### src/rtl/caption_map.vh
`ifndef CAPTION_MAP_VH
`define CAPTION_MAP_VH

// Clock and derived counts
`define CLK_PERIOD_NS 40
`define CYC_UP(ns) (((ns) + `CLK_PERIOD_NS - 1) / `CLK_PERIOD_NS)
`define CYC_DN(ns) ((ns) / `CLK_PERIOD_NS)

// Mode codes, {strap_high, strap_low}
`define MODE_1 2'h0
`define MODE_2 2'h1
`define MODE_3 2'h2
`define MODE_4 2'h3

// Caption line numbers
`define LINE_NTSC 9'h015
`define LINE_PAL 9'h016
`define LINE_AFTER_VSYNC 9'h004

// Reference divider for the oscillator mode
`define OSC_DIV 5'h1F

// Sync separation times
`define HSYNC_MIN_NS 2000
`define HSYNC_MIN_CYC `CYC_UP(`HSYNC_MIN_NS)
`define VSYNC_MIN_NS 10000
`define VSYNC_MIN_CYC `CYC_UP(`VSYNC_MIN_NS)
`define HALF_LINE_NS 31750
`define HALF_LINE_CYC `CYC_DN(`HALF_LINE_NS)
`define LINE_HOLD_NS 40000
`define LINE_HOLD_CYC `CYC_UP(`LINE_HOLD_NS)

// Caption bit sampling
`define FIRST_BIT_NS 30000
`define FIRST_BIT_CYC `CYC_DN(`FIRST_BIT_NS)
`define BIT_PERIOD_NS 1986
`define BIT_PERIOD_CYC `CYC_DN(`BIT_PERIOD_NS)
`define CAPTION_BITS 5'h10

// Word sent when the buffer holds nothing: line stays released
`define EMPTY_WORD 16'hFFFF

`endif

### src/rtl/caption_line_extractor.v
// Behaviour
// RULE_01 - Two straps select one of four modes
// RULE_02 - Modes 1,2: even field line 21
// RULE_03 - Mode 1 locks to separated sync
// RULE_04 - Mode 2 reference: oscillator divided by 32
// RULE_05 - Mode 3: both fields, external sync
// RULE_06 - Mode 4: line 22, both fields
// RULE_07 - Line pulse at caption line per mode
// RULE_08 - Parity output, oscillator output in mode 2
// RULE_09 - Sync pin role changes by mode
// RULE_10 - Caption data open-drain, pulls low only
// RULE_11 - Decoder supplies transfer clock and select
// RULE_12 - No transfer clock generated internally
// RULE_13 - Prefer mode 2 for scrambled cable
// RULE_14 - Decoder samples parity at pulse fall
// RULE_15 - Decoder polls twice per frame
// RULE_16 - Deselected: output released, clocks ignored
`timescale 1ns/100ps
`include "caption_map.vh"

module caption_line_extractor #(
  parameter DATA_W = 16,
  parameter CNT_W = 12
) (
  input wire SYS_CLK,
  input wire RESET_N,
  input wire MODE_STRAP_LOW,
  input wire MODE_STRAP_HIGH,
  input wire COMPOSITE_VIDEO_IN,
  input wire HORIZ_SYNC_OR_OSC_IN,
  output reg HORIZ_SYNC_OUT,
  output reg HORIZ_SYNC_OE,
  output reg LINE_PULSE_OUT,
  output reg FIELD_PARITY_OUT,
  input wire TRANSFER_CLOCK_IN,
  input wire CHIP_SELECT_N,
  output reg CAPTION_BIT_OUT,
  output reg CAPTION_BIT_OE
);

  ////////////////////////////////////////////////////////////////////////
  // Shared helpers
  // Counts cut to the counter width on purpose; defaults fit with room
  localparam [31:0] FIRST_BIT_W = `FIRST_BIT_CYC;
  localparam [31:0] BIT_PERIOD_W = `BIT_PERIOD_CYC;
  localparam [CNT_W-1:0] FIRST_BIT_C = FIRST_BIT_W[CNT_W-1:0];
  localparam [CNT_W-1:0] BIT_PERIOD_C = BIT_PERIOD_W[CNT_W-1:0];

  // Falling edge from the delayed and the current synchronised level
  function falls;
    input prev_level;
    input now_level;
    falls = prev_level && !now_level;
  endfunction

  // Rising edge, the mirror of falls
  function rises;
    input prev_level;
    input now_level;
    rises = !prev_level && now_level;
  endfunction

  ////////////////////////////////////////////////////////////////////////
  // Input synchronisers
  reg [1:0] strap_lo_s, strap_hi_s, video_s, hpin_s, sck_s, cs_s;
  reg hpin_d, sck_d, video_d;
  reg [1:0] mode_reg;

  always @(posedge SYS_CLK) begin
    strap_lo_s <= {strap_lo_s[0], MODE_STRAP_LOW};
    strap_hi_s <= {strap_hi_s[0], MODE_STRAP_HIGH};
    video_s <= {video_s[0], COMPOSITE_VIDEO_IN};
    hpin_s <= {hpin_s[0], HORIZ_SYNC_OR_OSC_IN};
    sck_s <= {sck_s[0], TRANSFER_CLOCK_IN};
    cs_s <= {cs_s[0], CHIP_SELECT_N};
    hpin_d <= hpin_s[1];
    sck_d <= sck_s[1];
    video_d <= video_s[1];
  end

  // Straps are read continuously; a change takes effect three clocks later
  always @(posedge SYS_CLK) begin
    if (!RESET_N)
      mode_reg <= `MODE_1;
    else
      mode_reg <= {strap_hi_s[1], strap_lo_s[1]}; // RULE_01
  end

  wire mode_osc = (mode_reg == `MODE_2);
  wire mode_even_only = (mode_reg == `MODE_1) || mode_osc; // RULE_02
  wire [8:0] caption_line = (mode_reg == `MODE_4) ? `LINE_PAL : `LINE_NTSC; // RULE_06

  ////////////////////////////////////////////////////////////////////////
  // Sync separation from the sliced video level (low = sync tip)
  // Separated sync is flagged at the end of the tip, not its start
  reg [CNT_W-1:0] low_cnt_reg;
  reg sep_hsync_reg, vsync_reg;

  always @(posedge SYS_CLK) begin
    if (!RESET_N) begin
      low_cnt_reg <= {CNT_W{1'b0}};
      sep_hsync_reg <= 1'b0;
      vsync_reg <= 1'b0;
    end else begin
      sep_hsync_reg <= 1'b0;
      vsync_reg <= 1'b0;
      if (!video_s[1]) begin
        if (low_cnt_reg != {CNT_W{1'b1}})
          low_cnt_reg <= low_cnt_reg + 1'b1;
        // Broad pulse: flag once per low period
        if (low_cnt_reg == `VSYNC_MIN_CYC)
          vsync_reg <= 1'b1;
      end else begin
        low_cnt_reg <= {CNT_W{1'b0}};
        if (!video_d && low_cnt_reg >= `HSYNC_MIN_CYC && low_cnt_reg < `VSYNC_MIN_CYC)
          sep_hsync_reg <= 1'b1; // RULE_03
      end
    end
  end

  ////////////////////////////////////////////////////////////////////////
  // Line reference by mode
  reg [4:0] osc_div_reg;
  reg osc_tick_reg;

  always @(posedge SYS_CLK) begin
    if (!RESET_N) begin
      osc_div_reg <= 5'h00;
      osc_tick_reg <= 1'b0;
    end else begin
      osc_tick_reg <= 1'b0;
      if (mode_osc && rises(hpin_d, hpin_s[1])) begin
        osc_div_reg <= osc_div_reg + 5'h01;
        if (osc_div_reg == `OSC_DIV)
          osc_tick_reg <= 1'b1; // RULE_04
      end
    end
  end

  wire ext_hsync = falls(hpin_d, hpin_s[1]); // Active-low sync, leading edge
  reg raw_tick;
  always @* begin
    case (mode_reg)
      `MODE_1: raw_tick = sep_hsync_reg; // RULE_03
      `MODE_2: raw_tick = osc_tick_reg; // RULE_04
      default: raw_tick = ext_hsync; // RULE_05 RULE_06
    endcase
  end

  ////////////////////////////////////////////////////////////////////////
  // Line counter and field parity
  // Holdoff masks equalising pulses at half-line spacing
  reg [CNT_W-1:0] since_line_reg;
  reg [8:0] line_reg;
  reg even_field_reg;
  wire line_tick = raw_tick && (since_line_reg >= `LINE_HOLD_CYC);

  always @(posedge SYS_CLK) begin
    if (!RESET_N) begin
      since_line_reg <= {CNT_W{1'b0}};
      // Line number unknown until the first vertical sync
      line_reg <= 9'h1FF;
      even_field_reg <= 1'b0;
    end else begin
      if (line_tick)
        since_line_reg <= {CNT_W{1'b0}};
      else if (since_line_reg != {CNT_W{1'b1}})
        since_line_reg <= since_line_reg + 1'b1;
      // Vertical sync landing mid-line marks the even field
      if (vsync_reg && line_reg > 9'h008) begin
        line_reg <= `LINE_AFTER_VSYNC;
        even_field_reg <= (since_line_reg >= `HALF_LINE_CYC);
      end else if (line_tick && line_reg != 9'h1FF) begin
        line_reg <= line_reg + 9'h001;
      end
    end
  end

  // Judged at the tick that starts the next line, hence one line early
  wire at_caption_line = (line_reg == caption_line - 9'h001) && (even_field_reg || !mode_even_only);

  ////////////////////////////////////////////////////////////////////////
  // Caption sampling on the selected line
  reg [CNT_W-1:0] bit_timer_reg;
  reg [4:0] bit_cnt_reg;
  reg sampling_reg;
  reg [DATA_W-1:0] cap_shift_reg;
  reg cap_valid_reg;
  wire buf_ready;

  always @(posedge SYS_CLK) begin
    if (!RESET_N) begin
      bit_timer_reg <= {CNT_W{1'b0}};
      bit_cnt_reg <= 5'h00;
      sampling_reg <= 1'b0;
      cap_shift_reg <= {DATA_W{1'b0}};
      cap_valid_reg <= 1'b0;
    end else begin
      if (cap_valid_reg && buf_ready)
        cap_valid_reg <= 1'b0;
      if (line_tick) begin
        sampling_reg <= at_caption_line; // RULE_02 RULE_05 RULE_06
        bit_timer_reg <= FIRST_BIT_C;
        bit_cnt_reg <= 5'h00;
      end else if (sampling_reg) begin
        if (bit_timer_reg != {CNT_W{1'b0}}) begin
          bit_timer_reg <= bit_timer_reg - 1'b1;
        end else begin
          // LSB arrives first on the line
          cap_shift_reg <= {video_s[1], cap_shift_reg[DATA_W-1:1]};
          bit_timer_reg <= BIT_PERIOD_C;
          bit_cnt_reg <= bit_cnt_reg + 5'h01;
          if (bit_cnt_reg == `CAPTION_BITS - 5'h01) begin
            sampling_reg <= 1'b0;
            // A word still waiting is replaced by the newer one
            cap_valid_reg <= 1'b1;
          end
        end
      end
    end
  end

  ////////////////////////////////////////////////////////////////////////
  // Two-entry output buffer
  reg [DATA_W-1:0] buf_mem [0:1];
  reg buf_wp_reg, buf_rp_reg;
  reg [1:0] buf_cnt_reg;
  assign buf_ready = (buf_cnt_reg != 2'h2);
  wire buf_valid = (buf_cnt_reg != 2'h0);
  wire buf_push = cap_valid_reg && buf_ready;
  reg sel_d_reg;
  wire cs_fall = falls(sel_d_reg, cs_s[1]);
  wire buf_pop = cs_fall && buf_valid;

  always @(posedge SYS_CLK) begin
    if (!RESET_N) begin
      buf_wp_reg <= 1'b0;
      buf_rp_reg <= 1'b0;
      buf_cnt_reg <= 2'h0;
    end else begin
      if (buf_push) begin
        buf_mem[buf_wp_reg] <= cap_shift_reg;
        buf_wp_reg <= ~buf_wp_reg;
      end
      if (buf_pop)
        buf_rp_reg <= ~buf_rp_reg;
      if (buf_push && !buf_pop)
        buf_cnt_reg <= buf_cnt_reg + 2'h1;
      else if (buf_pop && !buf_push)
        buf_cnt_reg <= buf_cnt_reg - 2'h1;
    end
  end

  ////////////////////////////////////////////////////////////////////////
  // Serial transfer under the decoder's clock
  reg [DATA_W-1:0] tx_shift_reg;
  wire sck_fall = falls(sck_d, sck_s[1]);
  // Released line reads as one through the pull-up

  always @(posedge SYS_CLK) begin
    if (!RESET_N) begin
      sel_d_reg <= 1'b1;
      tx_shift_reg <= `EMPTY_WORD;
      CAPTION_BIT_OUT <= 1'b0;
      CAPTION_BIT_OE <= 1'b0;
    end else begin
      sel_d_reg <= cs_s[1];
      CAPTION_BIT_OUT <= 1'b0; // RULE_10
      if (cs_s[1]) begin
        CAPTION_BIT_OE <= 1'b0; // RULE_16
      end else if (cs_fall) begin
        tx_shift_reg <= buf_valid ? buf_mem[buf_rp_reg] : `EMPTY_WORD;
        CAPTION_BIT_OE <= buf_valid ? !buf_mem[buf_rp_reg][0] : 1'b0; // RULE_10
      end else if (sck_fall) begin
        // Next bit after each falling transfer clock edge
        tx_shift_reg <= {1'b1, tx_shift_reg[DATA_W-1:1]}; // RULE_11 RULE_12
        CAPTION_BIT_OE <= !tx_shift_reg[1]; // RULE_10
      end
    end
  end

  ////////////////////////////////////////////////////////////////////////
  // Mode-dependent pins
  always @(posedge SYS_CLK) begin
    if (!RESET_N) begin
      LINE_PULSE_OUT <= 1'b0;
      FIELD_PARITY_OUT <= 1'b0;
      HORIZ_SYNC_OUT <= 1'b1;
      HORIZ_SYNC_OE <= 1'b0;
    end else begin
      if (line_tick)
        LINE_PULSE_OUT <= at_caption_line; // RULE_07
      // Oscillator feedback is an inverter here; a real part uses an analog stage
      if (mode_osc)
        FIELD_PARITY_OUT <= !hpin_s[1]; // RULE_08
      else
        FIELD_PARITY_OUT <= !even_field_reg; // RULE_08
      HORIZ_SYNC_OE <= (mode_reg == `MODE_1); // RULE_09
      HORIZ_SYNC_OUT <= video_s[1]; // RULE_09
    end
  end

endmodule

### config.mk
export PLATFORM = sky130hd
export DESIGN_NAME = caption_line_extractor
export DESIGN_NICKNAME = d
export VERILOG_FILES = /design/src/rtl/caption_line_extractor.v
export VERILOG_INCLUDE_DIRS = /design/src /design/src/rtl
export SDC_FILE = /design/constraint.sdc
export NUM_CORES = 1
export LEC_CHECK = 0
export BUFFER_PORTS_ARGS = -buffer_cell sky130_fd_sc_hd__buf_2
export CORE_ASPECT_RATIO = 1.5
export CORE_UTILIZATION = 42
export CTS_CLUSTER_DIAMETER = 40
export DETAILED_ROUTE_END_ITERATION = 8
export PLACE_DENSITY = 0.6
export RECOVER_POWER = 100
export SYNTH_ARGS = -nofsm -noshare
export SYNTH_HDL_FRONTEND = slang
export SYNTH_SLANG_ARGS = --single-unit
export TNS_END_PERCENT = 100
### constraint.sdc
create_clock -name SYS_CLK -period 2.75 [get_ports SYS_CLK]
set_clock_uncertainty 0.2 [all_clocks]
set_input_delay 0.1375 -clock SYS_CLK [delete_from_list [all_inputs] [get_ports SYS_CLK]]
set_output_delay 0.1375 -clock SYS_CLK [all_outputs]
set_load 0.01 [all_outputs]
# ---- Yosys cells after proc, flatten, opt, wreduce, memory -nomap -nowiden
# Memory sizes are Yosys's and may differ from the RTL's. A register that Yosys moved wholly into a read port is not among the register bits.
# Cells that the tools add are included.
dict set report totals {
  elab_cells 143
  ramBits 32
  memories 1
  register_bits 120
  output_inout_bits 6
}
# name words width read_ports rd_ports_with_merged_regs wr line
set mem_list {}
lappend mem_list {buf_mem 2 16 1 1 1 caption_line_extractor.v:225} ;# reg [DATA_W-1:0] buf_mem [0:1];
dict set report op_classes {
  n_bitwise 6
  addsub 9
  eq_ne 10
  reduce_logical 44
  order_cmp 5
  n_mux 33
}
# operator count
set op_table {}
lappend op_table {{$mux W16} 3}
lappend op_table {{$add A12 B1 Y12 const B} 2}
lappend op_table {{$ge A12 B10 Y1 const B} 2}
lappend op_table {{$ne A12 B12 Y1 const B} 2}
lappend op_table {{$mux W1} 21}
lappend op_table {{$mux W10} 2}
lappend op_table {{$mux W9} 2}
lappend op_table {{$logic_and A1 B1 Y1} 15}
lappend op_table {{$eq A12 B8 Y1 const B} 1}
lappend op_table {{$ge A12 B6 Y1 const B} 1}
lappend op_table {{$lt A12 B8 Y1 const B} 1}
lappend op_table {{$mux W12} 1}
lappend op_table {{$reduce_bool A12 Y1} 1}
lappend op_table {{$sub A12 B1 Y12 const B} 1}
lappend op_table {{$logic_not A1 Y1} 11}
lappend op_table {{$add A5 B1 Y5 const B} 2}
lappend op_table {{$reduce_bool A2 Y1} 5}
lappend op_table {{$add A9 B1 Y9 const B} 1}
lappend op_table {{$eq A9 B9 Y1} 1}
lappend op_table {{$gt A9 B4 Y1 const B} 1}
lappend op_table {{$ne A9 B9 Y1 const B} 1}
lappend op_table {{$reduce_and A2 Y1} 4}
lappend op_table {{$reduce_or A2 Y1} 4}
lappend op_table {{$mux W2} 3}
lappend op_table {{13 further kinds} 19}

# ---- Logic depth before layout (Yosys ltp)
# Gate-level depths: netlist of the first run.
dict set report depth {
  depth_word 7
  depth_mapped 8
  ltp_nobuf 8
}

# ---- Worst setup path after synthesis of the first run
# Ideal clock, no wire load.
dict set report synth_timing {
  kind {flip-flop to flip-flop}
  from {register sel_d_reg}
  to {register buf_cnt_reg[1]}
  required_time_ps 2480
  arrival_time_ps 1927
  period_less_slack_ps 2197
  n_path_buf 2
  slack_ps 553
  stages_incl_launch_ff 8
  cell_sequence {dfxtp_1 > nor2b_1 > clkbuf_1 > o21ai_1 > clkbuf_1 > ha_1 > or3_1 > a21oi_1}
}
dict set report synth_via {
  elab_chain_len 5
}
# element line
set synth_lines {}
lappend synth_lines {{from (decl)} caption_line_extractor.v:231} ;# reg sel_d_reg;
lappend synth_lines {{from (signal assigned)} caption_line_extractor.v:267} ;# sel_d_reg <= cs_s[1];
lappend synth_lines {{$logic_and A1 B1 Y1 (*)} caption_line_extractor.v:53} ;# falls = prev_level && !now_level;
lappend synth_lines {{$logic_and A1 B1 Y1 (*)} caption_line_extractor.v:233} ;# wire buf_pop = cs_fall && buf_valid;
lappend synth_lines {{$logic_not A1 Y1} caption_line_extractor.v:247} ;# if (buf_push && !buf_pop)
lappend synth_lines {{$logic_and A1 B1 Y1} caption_line_extractor.v:247}
lappend synth_lines {{$mux W2 / $reduce_bool A2 Y1 (equally long branches)} n/a}
lappend synth_lines {{to (signal assigned)} caption_line_extractor.v:248} ;# buf_cnt_reg <= buf_cnt_reg + 2'h1;
lappend synth_lines {{to (signal assigned)} caption_line_extractor.v:250} ;# buf_cnt_reg <= buf_cnt_reg - 2'h1;
lappend synth_lines {{to (decl)} caption_line_extractor.v:227} ;# reg [1:0] buf_cnt_reg;
# Every way passes the cells marked *; elsewhere a longest branch is shown, timed or not.
# A chain may end at the register's enable or synchronous reset.

# ---- Worst setup path after layout of the first run
dict set report layout_timing {
  from {input RESET_N}
  to {memory buf_mem[1][3] (enable)}
}
dict set report layout_via {
  elab_chain_len 2
}
# element line
set layout_lines {}
lappend layout_lines {{from (decl)} caption_line_extractor.v:26} ;# input wire RESET_N,
lappend layout_lines {{$mux W1} caption_line_extractor.v:236} ;# if (!RESET_N) begin
lappend layout_lines {{$mux W1 (not written as such)} caption_line_extractor.v:242} ;# buf_mem[buf_wp_reg] <= cap_shift_reg;
lappend layout_lines {{to (decl)} caption_line_extractor.v:225}
# No other way between the ends.

==> results of run 1 <==
repair_timing:
item	4_1_cts	5_1_grt
hold endpoints to repair	11	0
resized for setup	0	0
buffers inserted	0	0
hold buffers	7	0
layout make-up:
class	instances	area [sq um]
well taps	192	240.2
multi-input cells	414	2618
flip-flops and latches	152	3363
inverters	14	52.55
repair buffers	29	186.4
clock buffers	18	429.2
fillers	1356	7158
clock inverters	13	143.9
cell usage in the layout (no fill, tap or decap), types with 3 or more instances in the layout:
master and instances:
or3_1 3, and3_1 14, ha_1 15, a21oi_1 12, nand3_1 37, buf_2 7
nand4b_1 4, nor4_1 6, a211oi_1 10, clkinvlp_4 3, clkbuf_1 8, xor2_1 13
mux2i_1 6, nand2b_1 4, nor2_1 55, clkbuf_16 17, o211ai_1 15, dlygate4sd3_1 7
nor2b_1 8, o211a_1 4, or4_1 4, o21ai_0 37, mux2_2 14, dfxtp_1 120
inv_6 5, nand4_1 11, nand2_1 52, nor3_1 18, o22ai_1 14, inv_1 13
a31oi_1 6, edfxtp_1 32, xnor2_1 16, buf_4 6
how the worst max path moves through the flow:
stage                      to  slack [ps]  cells after the start
3_5_place_dp      line_reg[5]         370                      8
2_1_floorplan  buf_cnt_reg[1]         550                      7
4_1_cts           line_reg[5]         370                      8
6_report        buf_mem[1][3]         270                      5
5_1_grt         buf_mem[1][3]          60                      5
3_3_place_gp      line_reg[7]         490                      8
worst reg2reg max path: stages, from the launching register on:
cell and delay [ps]:
dfxtp_1 350, nor4_1 660, nand3_2 270, a311oi_4 300, buf_4 310, nand3_1 120, o21ai_0 130
layer usage:
metal	part of all wire	global-route usage	vias up
met5	0	0	-
met2	0.51	0.2861	68
met3	0.033	0.04225	23
met1	0.43	0.1697	2029
li1	-	-	2233
met4	0.022	0.07681	0
cells by family after synthesis:
family	after synthesis
mux	20
compound gates	114
flops	152
fa+ha+maj	15
other cells	1
simple gates	235
buf+inv	42
xor+xnor	29
where the power goes:
group	leakage, nW	internal, mW	total, mW	switching, mW
Sequential	1.31	2.31	2.33	0.0240
Clock	0.272	1.34	2.26	0.919
Combinational	1.11	0.0489	0.126	0.0774
Total	2.70	3.69	4.71	1.02
==> qor.yml, run 1 <==
status:
  status: "completed"
cells_and_area:
  nets: 651
  largest_reg_flops: 32
  synthToLayoutAreaGrowth_pct: 13.81
  drive_gt1_frac: 0.1063
  stdcell_count: 832
  finish.utilization: 0.4956
  fin_area_sq_um: 7033
  n_antenna_cell: 0
grt:
  grt.total_usage: 0.1589
  grt_pass1_wl_mm: 18.89
  antenna_found_initial: 0
  grt.overflow.total: 0
  grt_max_degree: 68
  first_global_vias: 4214
setup_path:
  critical_path.slowest_cell: "clkbuf_2"
  reg2reg_to: "cap_shift_reg[11]"
  regToRegSetupSlack_ps: 330
  critPathKind: "in2reg"
  r2r-start: "bit_timer_reg[2]"
  crit_start: "RESET_N"
  ff2ff_path_depth: 6
  worstPathRequired_ps: 2630
  worstPathCellList: "dlygate4sd3_1 -> clkbuf_1 -> clkbuf_2 -> and3_1 -> buf_2"
  cpPeakStageDelay_ps: 920
  cp.arrival_ps: 2360
  end_kind: "register"
  path_buf_inv: 4
  start_kind: "primary input"
  cp_max_fo: 67
  critPathTopFamily: "buffers and inverters"
synthesis:
  synth-compound-area-share: 0.1219
  yosys.area_share.adder: 0.03037
  synth_top_family_by_area: "simple AND/OR/NAND/NOR gates"
  ys_ff_latch: 152
  postSynthAreaPerCell_sq_um: 10.16
  synth-seq-area-share: 0.5442
  ys_warn_count: 0
  synth_async_sr_flop_share: 0
  synth_cell_type_count: 63
  synth_top_area_frac: 0.3887
  synth.net_count: 631
  ys_top_cells_by_area: "dfxtp_1, edfxtp_1, nor2_1"
  syn-instance-count: 608
  synth.most_common_cell: "dfxtp_1"
  synth_top_cells_by_count: "dfxtp_1, nor2_1, nand2_1"
  synthSimpleGateAreaFrac: 0.1968
  synth.cell_area_sq_um: 6180
  synth_top_area_cell: "dfxtp_1"
  synth_edf_count: 32
  synthFlopType: "dfxtp_1"
  synthMuxAreaShare: 0.03523
  synth_xor_area_frac: 0.04110
placement:
  pre_cts_ws_ps: 373.1
  dp_cells: 794
  globalplace.congestion: 0.8825
  place_area_sq_um: 6427
  port-buffer-count: 12
  dp_hpwl_mm: 7.458
die:
  rows: 53
  fp.dieH_um: 150.6
  dieArea_sq_um: 15210
  core_area_sq_um: 14190
  start_util: 0.4355
  pin_count: 14
  die_w_um: 101.0
flow_run:
  maxCapViolCount: 0
drt:
  firstDrtPassIters: 4
  routedWlPerCell_um: 13.21
  drt_iter0_markers: 214
  routed_wl_mm: 10.99
  ant_nets: 0
  via_count: 4353
  vias_per_cell: 5.232
  drc_errors: 0
sta:
  tightest_slew_ps: 1224
  hold-worst-slack_ps: 123.9
  fmax_mhz: 402.8
  max_slew_margin: 0.1843
  rsz0062_at_grt: "false"
  finalCriticalPeriod_ps: 2482
  slew_viol_final: 0
  setup-violations-final: 0
  finalCritPeriodShare: 0.9027
  fin_ws_ps: 267.6
  timing.setup.tns_ps: 0
  hold_viol: 0
clock_tree:
  clk_latency_ps: 420
  tritoncts: "yes"
  h-tree-depth: 4
  clk_transition_reported_paths_ps: 60
  cts.sinks: 152
  clk_path_buf_depth: 2
  numCtsBuffers: 17
  root_buffer: "clkbuf_16"
worst_hold_path:
  worst_hold_path.num_cells: 0
  hp-class: "reg2reg"
  min_from: "cs_s[0]"
  hold_end: "cs_s[1]"
power:
  power_density_nw_per_um2: 670.3
  ir_drop_v: 0.0003293
  power.total_mw: 4.714
  power.leakage_nw: 2.698
(Power assumes the default switching activity.)
==> inputs of run 2 (changes only) <==
- CORE_ASPECT_RATIO: 1.5 -> default
==> run 2 against run 1 <==
Wire length rose by 1.6%. Cell count fell by 1.1%. Largest power group unchanged. Highest routed layer unchanged. Sequential share of layout area rose by 0.068 points.
==> qor.yml, run 2 (synthesis results as in run 1) <==
placement:
  port-buffer-count: 12
  globalplace.congestion: 0.8646
  dp_hpwl_mm: 7.513
  dp_cells: 784
clock_tree:
  cts.sinks: 152
  root_buffer: "clkbuf_16"
  numCtsBuffers: 17
  h-tree-depth: 4
  clk_path_buf_depth: 2
  clk_latency_ps: 420
  clk_transition_reported_paths_ps: 60
  tritoncts: "yes"
sta:
  fmax_mhz: 392.7
  hold_viol: 0
  finalCritPeriodShare: 0.9261
  slew_viol_final: 0
  setup-violations-final: 0
  hold-worst-slack_ps: 126.8
  max_slew_margin: 0.08041
  tightest_slew_ps: 1379
  finalCriticalPeriod_ps: 2547
  timing.setup.tns_ps: 0
  rsz0062_at_grt: "false"
flow_run:
  maxCapViolCount: 0
die:
  core_area_sq_um: 14100
  dieArea_sq_um: 15200
  rows: 43
  die_w_um: 123.3
  pin_count: 14
  fp.dieH_um: 123.3
  start_util: 0.4384
worst_hold_path:
  worst_hold_path.num_cells: 0
  min_from: "video_s[0]"
  hold_end: "video_s[1]"
  hp-class: "reg2reg"
cells_and_area:
  drive_gt1_frac: 0.1073
  layout_common_cells: "dfxtp_1, nor2_1, nand2_1"
  stdcell_count: 823
  largest_reg_flops: 32
  final_common_cell: "dfxtp_1"
  nets: 653
  n_antenna_cell: 0
  finish.utilization: 0.4982
  synthToLayoutAreaGrowth_pct: 13.65
setup_path:
  regToRegSetupSlack_ps: 310
  worstPathCellList: "dlygate4sd3_1 -> clkbuf_2 -> clkbuf_1 -> nand2_1 -> nor2_1 -> clkbuf_2"
  crit_top_cell: "clkbuf_2"
  r2r-start: "since_line_reg[0]"
  cpPeakStageDelay_ps: 1000
  critical_path.slowest_cell: "clkbuf_1"
  reg2reg_to: "since_line_reg[2]"
  critPathKind: "in2reg"
  cp_max_fo: 31
  start_kind: "primary input"
  critPathTopFamily: "buffers and inverters"
  cp.arrival_ps: 2420
  ff2ff_path_depth: 6
  worstPathRequired_ps: 2620
  path_buf_inv: 4
  end_kind: "register"
drt:
  drt_iter0_markers: 249
  routed_wl_mm: 11.17
  routedWlPerCell_um: 13.58
  drc_errors: 0
  firstDrtPassIters: 4
  vias_per_cell: 5.292
  via_count: 4355
  ant_nets: 0
grt:
  grt_pass1_wl_mm: 18.81
  grt.overflow.total: 0
  grt.total_usage: 0.1605
  first_global_vias: 4180
  antenna_found_initial: 0
  grt_max_degree: 38
power:
  ir_drop_v: 0.0004415
  power_density_nw_per_um2: 666.0
  power.leakage_nw: 2.697
  power.total_mw: 4.677
status:
  status: "completed"
[run 2: cell types whose count changed in the layout (fill, tap and decap cells not counted), sizes merged]
cell,before,now
bufinv,2,1
inv,18,16
clkinvlp,3,5
clkbuf,27,31
[run 2: worst reg2reg max path, cell delays in order, from the launching register on]
cell and delay, ps:
dfxtp_1 420, ha_1 240, nand3_1 120, nor4_1 640
nand2_1 330, and3_1 270, nor3_1 130
[run 2: worst max path at each step]
stage	end	slack, ps	cells past startpoint	from
floorplan	buf_cnt_reg[1]	550	7	sel_d_reg
global placement	line_reg[7]	510	8	line_reg[0]
detailed placement	line_reg[5]	390	8	line_reg[0]
CTS	line_reg[5]	400	8	line_reg[0]
global route	buf_mem[0][12]	60	6	RESET_N
finish	buf_mem[0][15]	200	6	RESET_N
[run 2: layout make-up]
class,instances,area (sq um)
repair buffers,31,197.7
well taps,180,225.2
inverters,14,52.55
multi-input cells,414,2610
flip-flops and latches,152,3363
clock buffers,20,456.7
clock inverters,12,117.6
fillers,1283,7073
[run 2: through the flow]
step           area [sq um]  setup slack (ps)
6_report               7023             203.3
3_3_place_gp           6427             509.1
5_1_grt                7023             55.24
3_5_place_dp           6427             393.7
2_1_floorplan          6180             553.2
4_1_cts                7072             400.0
[run 2: repair_timing]
item,in CTS,in global routing
setup buffers,0,0
gates resized for setup,0,0
hold buffers,7,0
hold endpoints to repair,8,0
[run 2: routing by layer]
metal	share of wire	global-route usage	wire, um	up-vias
li1	-	-	-	2248
met1	0.47	0.1893	5277	2037
met2	0.48	0.2619	5326	50
met3	0.030	0.04797	340	20
met4	0.020	0.08660	229	0
met5	0	0	0	-
[run 2: power breakdown]
| part | total, mW | switching [mW] | internal [mW] |
|---|---|---|---|
| Sequential | 2.33 | 0.0243 | 2.31 |
| Clock | 2.22 | 0.921 | 1.30 |
| Combinational | 0.126 | 0.0770 | 0.0492 |
| Total | 4.68 | 1.02 | 3.66 |
==> inputs of run 3 (changes only) <==
- BUFFER_PORTS_ARGS: -buffer_cell sky130_fd_sc_hd__buf_2 -> -buffer_cell sky130_fd_sc_hd__buf_4
==> run 3 against run 2 <==
Sequential share of layout area is 0.22 points lower. Clock power is 6% higher. Non-clock buffer count is 1 lower. Final area is 0.46% higher. Fmax is 3.0% higher. Largest cell class unchanged. Count of clock-buffer cells in the layout stayed put.
==> qor.yml, run 3 (synthesis results as in run 1) <==
drt:
  routedWlPerCell_um: 13.61
  via_count: 4351
  drt_iter0_markers: 288
  ant_nets: 0
  drc_errors: 0
  firstDrtPassIters: 4
  vias_per_cell: 5.300
  routed_wl_mm: 11.18
sta:
  hold_viol: 0
  rsz0062_at_grt: "false"
  finalCritPeriodShare: 0.8995
  slew_viol_final: 0
  fmax_mhz: 404.3
  setup-violations-final: 0
  timing.setup.tns_ps: 0
  max_slew_margin: 0.3515
  finalCriticalPeriod_ps: 2474
  tightest_slew_ps: 972.7
setup_path:
  regToRegSetupSlack_ps: 280
  cp.arrival_ps: 2520
  ff2ff_path_depth: 8
  critPathKind: "reg2reg"
  worstPathRequired_ps: 2800
  end_kind: "register"
  cp_max_fo: 4
  start_kind: "register"
die:
  die_w_um: 123.3
  rows: 43
  dieArea_sq_um: 15200
  fp.dieH_um: 123.3
  start_util: 0.4384
  core_area_sq_um: 14100
  pin_count: 14
cells_and_area:
  layout_common_cells: "dfxtp_1, nor2_1, nand2_1"
  n_antenna_cell: 0
  nets: 652
  final.fill_count: 1284
  final_common_cell: "dfxtp_1"
  largest_reg_flops: 32
  drive_gt1_frac: 0.1045
  synthToLayoutAreaGrowth_pct: 14.17
placement:
  globalplace.congestion: 0.8277
  port-buffer-count: 12
  dp_hpwl_mm: 7.371
clock_tree:
  clk_transition_reported_paths_ps: 60
  numCtsBuffers: 17
  cts.sinks: 152
  tritoncts: "yes"
  h-tree-depth: 4
  post-cts-setup-buffer-count: 0
  root_buffer: "clkbuf_16"
  clk_latency_ps: 420
  ctsResizeCount: 0
  clk_path_buf_depth: 2
  hold_buffers: 7
grt:
  grt_pass1_wl_mm: 19.32
  grt_max_degree: 53
  antenna_found_initial: 0
  grt.total_usage: 0.1639
  grt.overflow.total: 0
  first_global_vias: 4213
power:
  power_density_nw_per_um2: 681.4
  power.total_mw: 4.808
  ir_drop_v: 0.0004213
  power.leakage_nw: 2.710
status:
  status: "completed"
worst_hold_path:
  hp-class: "reg2reg"
  worst_hold_path.num_cells: 0
flow_run:
  maxCapViolCount: 0
run 3: path summary, 6_finish.rpt:
path	end	from
worst min-delay path	strap_hi_s[1]	strap_hi_s[0]
worst max-delay path	line_reg[5]	line_reg[0]
worst min register to register	strap_hi_s[1]	strap_hi_s[0]
worst max register to register	line_reg[5]	line_reg[0]
run 3: layer usage:
layer  up-vias  track usage  wire (um)
met2        68       0.2689       5344
li1       2239            -          -
met5         -            0          0
met4         0      0.06325        179
met3        18      0.05627        409
met1      2026       0.1971       5240
run 3: power breakdown:
part / internal [mW] / switching, mW / leakage [nW]
Sequential: 2.31 / 0.0248 / 1.31
Combinational: 0.0498 / 0.0759 / 1.11
Clock: 1.47 / 0.882 / 0.286
Total: 3.83 / 0.983 / 2.71
run 3: metrics by stage:
| stage | utilization | worst slack [ps] | hold WS (ps) | std cells | area (sq um) |
|---|---|---|---|---|---|
| after floorplan | - | 553.2 | -34.78 | 608 | 6180 |
| after global placement | 0.4576 | 498.7 | 41.90 | 783 | 6450 |
| after detailed placement | 0.4576 | 345.1 | 42.92 | 783 | 6450 |
| after CTS | 0.5054 | 335.8 | 126.0 | 821 | 7124 |
| after global routing | 0.5005 | 80.12 | 129.4 | 821 | 7056 |
| final | 0.5005 | 276.5 | 126.3 | 821 | 7056 |
run 3: critical path: stages, from the launching register on:
cell and delay [ps]:
dfxtp_1 350, ha_1 250, nand3_1 90, nor2_1 50, ha_1 220, a2111oi_0 680
nand4b_1 200, xor2_1 190, o21ai_0 90
run 3: area by class of cell:
cell class / instances / area (sq um) / area share
well taps: 180 / 225.2 / 0.03192
clock inverters: 11 / 147.6 / 0.02093
inverters: 14 / 52.55 / 0.007448
clock buffers: 20 / 456.7 / 0.06473
flip-flops and latches: 152 / 3363 / 0.4767
repair buffers: 30 / 203.9 / 0.02891
multi-input cells: 414 / 2606 / 0.3694
